===== src/hdl/fpi_pkg.sv =====
package fpi_pkg;
	localparam int ADDR_W = 21;
	localparam int DATA_W = 16;
	// bus cycle phase lengths in ns, and derived cycle counts at 250 MHz
	localparam int CLK_PERIOD_NS = 4;
	localparam int SETUP_NS = 20;
	localparam int STROBE_NS = 60;
	localparam int HOLD_NS = 20;
	localparam int SETUP_CYC = (SETUP_NS + CLK_PERIOD_NS - 1) / CLK_PERIOD_NS;
	localparam int STROBE_CYC = (STROBE_NS + CLK_PERIOD_NS - 1) / CLK_PERIOD_NS;
	localparam int HOLD_CYC = (HOLD_NS + CLK_PERIOD_NS - 1) / CLK_PERIOD_NS;
	localparam int CNT_W = 8;
	// reset hold after power is good, in cycles
	localparam int RESET_HOLD_CYC = 64;
	localparam logic [DATA_W-1:0] DATA_RESET = 16'h0000;
	localparam logic [ADDR_W-1:0] ADDR_RESET = 21'h000000;
	typedef enum logic [2:0] {
		FPI_RST = 3'b000,
		FPI_IDLE = 3'b001,
		FPI_SETUP = 3'b011,
		FPI_STROBE = 3'b010,
		FPI_HOLD = 3'b110
	} fpi_state_t;
endpackage : fpi_pkg


===== src/hdl/fpi_host.sv =====
module fpi_host import fpi_pkg::*; #(
	parameter int AW = ADDR_W,
	parameter int DW = DATA_W
) (
	input wire logic clk,
	input wire logic rstn,
	// user request side
	input wire logic reqValid,
	input wire logic reqWrite,
	input wire logic reqProgram,
	input wire logic [AW-1:0] reqAddr,
	input wire logic [DW-1:0] reqData,
	input wire logic powerGood,
	input wire logic protectRelease,
	output logic reqReady,
	output logic rspValid,
	output logic rspRefused,
	output logic [DW-1:0] rspData,
	// monitor pins from the board
	input wire logic programVoltageLow,
	input wire logic supplyLow,
	// flash pins
	output logic [AW-1:0] word_address_in,
	input wire logic [DW-1:0] bidirDataIn,
	output logic [DW-1:0] bidirDataOut,
	output logic bidirDataOen,
	output logic chipSelN,
	output logic outGateN,
	output logic writeStrobeN,
	output logic writeProtectN,
	output logic devResetN
);
	fpi_state_t stateReg;
	logic [CNT_W-1:0] cntReg;
	logic [CNT_W-1:0] rstCntReg;
	logic opWriteReg;
	logic [DW-1:0] dataSync;
	logic [2:0] monSync;
	logic pvLow;
	logic vccLow;
	logic pgood;
	logic refuse;

	fpi_sync #(.WIDTH(DW)) uDataSync (
		.clk(clk),
		.rstn(rstn),
		.asyncIn(bidirDataIn),
		.syncOut(dataSync)
	);
	fpi_sync #(.WIDTH(3)) uMonSync (
		.clk(clk),
		.rstn(rstn),
		.asyncIn({programVoltageLow, supplyLow, powerGood}),
		.syncOut(monSync)
	);
	assign pvLow = monSync[2];
	assign vccLow = monSync[1];
	assign pgood = monSync[0];
	// writes at low supply, and programs at low program voltage, are refused here
	assign refuse = reqWrite && (vccLow || (reqProgram && pvLow));

	// device reset stays low until power is good for a while
	always_ff @(posedge clk) begin
		if (!rstn) begin
			rstCntReg <= '0;
			devResetN <= 1'b0;
		end else if (!pgood) begin
			rstCntReg <= '0;
			devResetN <= 1'b0;
		end else if (rstCntReg != CNT_W'(RESET_HOLD_CYC)) begin
			rstCntReg <= rstCntReg + CNT_W'(1);
		end else begin
			devResetN <= 1'b1;
		end
	end

	// write-protect follows software wish; low keeps lock-down in force
	always_ff @(posedge clk) begin
		if (!rstn) begin
			writeProtectN <= 1'b0;
		end else begin
			writeProtectN <= protectRelease;
		end
	end

	// bus cycle sequencer
	always_ff @(posedge clk) begin
		if (!rstn) begin
			stateReg <= FPI_RST;
			cntReg <= '0;
			opWriteReg <= 1'b0;
			reqReady <= 1'b0;
			rspValid <= 1'b0;
			rspRefused <= 1'b0;
			rspData <= DATA_RESET;
			word_address_in <= ADDR_RESET;
			bidirDataOut <= DATA_RESET;
			bidirDataOen <= 1'b1;
			chipSelN <= 1'b1;
			outGateN <= 1'b1;
			writeStrobeN <= 1'b1;
		end else begin
			rspValid <= 1'b0;
			rspRefused <= 1'b0;
			case (stateReg)
				FPI_RST: begin
					// no cycle starts while the device is held in reset; one under way still completes
					if (devResetN) begin
						stateReg <= FPI_IDLE;
						reqReady <= 1'b1;
					end
				end
				FPI_IDLE: begin
					if (!devResetN) begin
						stateReg <= FPI_RST;
						reqReady <= 1'b0;
					end else if (reqValid && refuse) begin
						rspValid <= 1'b1;
						rspRefused <= 1'b1;
					end else if (reqValid) begin
						reqReady <= 1'b0;
						opWriteReg <= reqWrite;
						word_address_in <= reqAddr;
						bidirDataOut <= reqData;
						chipSelN <= 1'b0;
						cntReg <= CNT_W'(SETUP_CYC);
						stateReg <= FPI_SETUP;
					end
				end
				FPI_SETUP: begin
					if (cntReg > CNT_W'(1)) begin
						cntReg <= cntReg - CNT_W'(1);
					end else begin
						cntReg <= CNT_W'(STROBE_CYC);
						stateReg <= FPI_STROBE;
						if (opWriteReg) begin
							bidirDataOen <= 1'b0;
							writeStrobeN <= 1'b0;
						end else begin
							outGateN <= 1'b0;
						end
					end
				end
				FPI_STROBE: begin
					if (cntReg > CNT_W'(1)) begin
						cntReg <= cntReg - CNT_W'(1);
					end else begin
						// write strobe rises first; address and data still held
						writeStrobeN <= 1'b1;
						outGateN <= 1'b1;
						if (!opWriteReg) begin
							rspData <= dataSync;
						end
						cntReg <= CNT_W'(HOLD_CYC);
						stateReg <= FPI_HOLD;
					end
				end
				FPI_HOLD: begin
					// hold keeps data driven past the strobe edge
					if (cntReg > CNT_W'(1)) begin
						cntReg <= cntReg - CNT_W'(1);
					end else begin
						chipSelN <= 1'b1;
						bidirDataOen <= 1'b1;
						rspValid <= 1'b1;
						reqReady <= 1'b1;
						stateReg <= FPI_IDLE;
					end
				end
				default: begin
					stateReg <= FPI_RST;
				end
			endcase
		end
	end
endmodule : fpi_host


===== src/hdl/fpi_sync.sv =====
module fpi_sync import fpi_pkg::*; #(
	parameter int WIDTH = 1
) (
	input wire logic clk,
	input wire logic rstn,
	input wire logic [WIDTH-1:0] asyncIn,
	output logic [WIDTH-1:0] syncOut
);
	logic [WIDTH-1:0] s1Reg;
	logic [WIDTH-1:0] s2Reg;
	logic [WIDTH-1:0] s3Reg;
	// a change counts once second and third stage agree
	always_ff @(posedge clk) begin
		if (!rstn) begin
			s1Reg <= '0;
			s2Reg <= '0;
			s3Reg <= '0;
			syncOut <= '0;
		end else begin
			s1Reg <= asyncIn;
			s2Reg <= s1Reg;
			s3Reg <= s2Reg;
			for (int i = 0; i < WIDTH; i++) begin
				if (s2Reg[i] == s3Reg[i]) begin
					syncOut[i] <= s3Reg[i];
				end
			end
		end
	end
endmodule : fpi_sync


===== config.mk =====
export PLATFORM = sky130hd
export DESIGN_NAME = fpi_host
export DESIGN_NICKNAME = d
export VERILOG_FILES = /design/src/hdl/fpi_pkg.sv /design/src/hdl/fpi_host.sv /design/src/hdl/fpi_sync.sv
export SDC_FILE = /design/constraint.sdc
export NUM_CORES = 1
export LEC_CHECK = 0
export ABC_CLOCK_PERIOD_IN_PS = 2200
export BUFFER_PORTS_ARGS = -buffer_cell sky130_fd_sc_hd__buf_2
export CAP_MARGIN = 20
export CORE_ASPECT_RATIO = 0.7
export CORE_MARGIN = 4
export CORE_UTILIZATION = 35
export DETAILED_ROUTE_END_ITERATION = 12
export SLEW_MARGIN = 20
export SYNTH_ARGS = -nofsm -noshare
export SYNTH_HDL_FRONTEND = slang
export SYNTH_SLANG_ARGS = --single-unit

===== constraint.sdc =====
create_clock -name clk -period 2.2 [get_ports clk]
set_input_delay 0.22 -clock clk [delete_from_list [all_inputs] [get_ports clk]]
set_output_delay 0.22 -clock clk [all_outputs]
set_load 0.02 [all_outputs]

==> results.md <==
- Largest net degree at the start of global routing: 73
- Endpoints failing setup: 0
- Cell Pwr Density: 846.7 nW/µm²
- Most common cell in the netlist: dfxtp_1
- Max_slew headroom: 61.20%
- Post-synthesis compound-gate area fraction: 14.74%
- Adder-cell share of the synthesized area: 0.9056%
- Antenna violations before repair: 0
- CP Class: flop to flop
- Post-synthesis simple-gate area fraction: 22.46%
- Yosys reg bits: 158
- Clk_skew: 10.82 ps
- Post-synth EDFFs: 0
- Clock transition at path regs: 70 ps
- Core area: 15500 µm²
- CP max FO: 7
- Initial drt markers: 255
- Final Util: 46.39%
- Pre-CTS WS: 200.0 ps
- Max VDD drop: 0.4758 mV
- Max-slew violations: 0
- Mux cell area share after synthesis: 0.5434%
- Port bufs: 123
- Row count: 38
- First-pass GRT wire length: 21.29 mm
- WL final: 12.85 mm
- Max_cap viols: 0
- Clk buf depth: 2
- Post-route setup TNS: 0 ps
- Startpoint Class: flop
- Min Clock Period, post-route: 1973 ps
- Final Hold Vio Count: 0
- I/O pins: 124
- WL per Instance: 13.37 µm
- Layout cells sized above 1: 23.52%
- Vias in the first global route: 4330
- Crit path DAT: 2320 ps
- Chip height: 113.1 µm
- CTS Root Cell: clkbuf_16
- Worst-Skew Late Latency: 430 ps
- Final period util: 89.68%
- Syn Inst Count: 602
- Sequential fraction of the synthesis area: 57.23%
- DP HPWL: 9.000 mm
- Largest family of logic cells by synthesized area: simple AND/OR/NAND/NOR gates
- DRT Pass-1 Iters: 4
- RSZ-0062 raised after global routing: no
- Total CTS buffers: 17
- Synth area leaders: dfxtp_1 57%, a21oi_1 7.3%, nand2_1 7.2%
- Share of the synthesized area in the top cell type: 57.23%
- Fin nets: 814
- Status: complete, no violations
- Leading register cell type out of synthesis: dfxtp_1
- Vias: 4477
- WHS: 30.12 ps
- Drt drc: 0
- Die Area: 17900 µm²
- Initial Utilization: 35.66%
- CTS tree: built
- GR Overflow Total: 0
- Required time worst endpoint: 2550 ps
- Gpl congestion: 0.8072
- Diodes inserted: 0
- Synth area leader: dfxtp_1
- F_max: 0.5069 GHz
- List of most frequent post-synthesis cells: 158 x dfxtp_1, 106 x nand2_1, 81 x a21oi_1, 59 x and2_1, 42 x o21ai_0
- Distinct cells, synth: 46
- Clk sinks: 158
- Chip width: 158.2 µm
- Total GRT Usage: 14.79%
- Post-synthesis cell area: 5527 µm²
- Lkg Pwr: 2.924 nW
- XOR/XNOR Fraction of Synth Area: 1.109%
- Final worst slack: 227.1 ps
- Antenna-violating nets left: 0
- Number of H-tree levels: 4
- Async SR Flop Fraction: 0%
- Post-synth net total: 668
- Worst Max-Slew Pin Slew: 582.0 ps
- Synthesized area per cell: 9.180 µm²
- Area growth, synth to finish: 30.11%
- CP Capture Type: flop
- Worst min-delay path class: input port to flop
- Synth warnings: 0
- Routed vias/inst: 4.659
## worst max-delay path, stage by stage (launching register included)
cell and delay [ps]:
dfxtp_1 370, inv_1 90, ha_1 280, nor2_1 250, o31ai_4 140, a2111oi_1 530, mux2i_1 230
## power by group
| part | internal, mW | switching, mW |
|---|---|---|
| registers | 2.90 | 0.0167 |
| logic | 0.0928 | 0.0739 |
| clock network | 1.73 | 1.28 |
## sequential cells by signal, summed over array words and instances (netlist names), 3 cells and up
signal	count
word_address_in	21
bidirDataOut	16
rspData	16
uDataSync.s1Reg	16
uDataSync.s2Reg	16
uDataSync.s3Reg	16
uDataSync.syncOut	16
cntReg	8
rstCntReg	8
stateReg	3
uMonSync.s1Reg	3
uMonSync.s2Reg	3
uMonSync.s3Reg	3
uMonSync.syncOut	3
## placed cells by master, fill, tap and decap left out, drive strengths merged, types with 3 or more instances in the layout
master,synthesis,layout
dfxtp,158,158
buf,6,137
nand2,106,106
a21oi,81,81
and2,59,59
o21ai,42,42
nand3,34,34
dlygate4sd3,0,21
nor2,19,19
clkbuf,25,19
inv,8,15
xor2,5,5
nand2b,4,4
ha,4,4
nor4,4,4
and3,3,3
nand4,3,3
nor2b,3,3
nand4b,3,3
mux2i,3,3
clkinv,0,3
## logic make-up (layout without fill, tap and decap cells)
logic type | after synthesis | in the layout
AND/OR/NAND/NOR | 247 | 247
flip-flops | 158 | 158
AO/OA/AOI/OAI | 144 | 144
buffers and inverters | 39 | 198
XOR/XNOR | 7 | 7
adder cells (fa/ha/maj) | 4 | 4
multiplexers | 3 | 3
## worst paths after layout
kind	startpoint	endpoint	slack, ps	depth (start not counted)
worst max-delay path	cntReg[0]$_SDFFE_PN0P_	cntReg[5]$_SDFFE_PN0P_	230	6
worst min-delay path	reqData[13]	bidirDataOut[13]$_SDFFE_PN0P_	30	3
worst max register to register	cntReg[0]$_SDFFE_PN0P_	cntReg[5]$_SDFFE_PN0P_	230	6
worst min register to register	uDataSync.s1Reg[9]$_SDFF_PN0_	uDataSync.s2Reg[9]$_SDFF_PN0_	430	1
## stage by stage
stage	cells	cell area (µm²)	total power, mW
final	961	7191	6.088
after floorplan	602	5527	3.047
after global placement	908	6374	3.121
after CTS	961	7189	6.187
after detailed placement	908	6374	3.126
after global routing	961	7191	6.319
## metal layers
metal  part of all wire, %  vias up  track usage [%]
met5                     0        -                0
met4                   1.1        0            4.716
met3                   4.0       14            4.511
met2                    47       62            22.40
met1                    48     2064            20.26
li1                      -     2337                -
## area by class of cell
class	count	area [µm²]
Clock buffer	19	432.9
Multi-Input combinational cell	405	2198
Clock inverter	13	172.7
Tap cell	200	250.2
Timing Repair Buffer	158	943.4
Sequential cell	158	3163
Inverter	8	30.03
Fill cell	1502	8309
## what timing repair did
action,4_1_cts,5_1_grt
buffers inserted,0,0
hold endpoints to repair,21,0
hold buffers,21,0
resized for setup,0,1
setup endpoints to repair,0,1
Note: power is estimated with default switching activity, not from simulation.
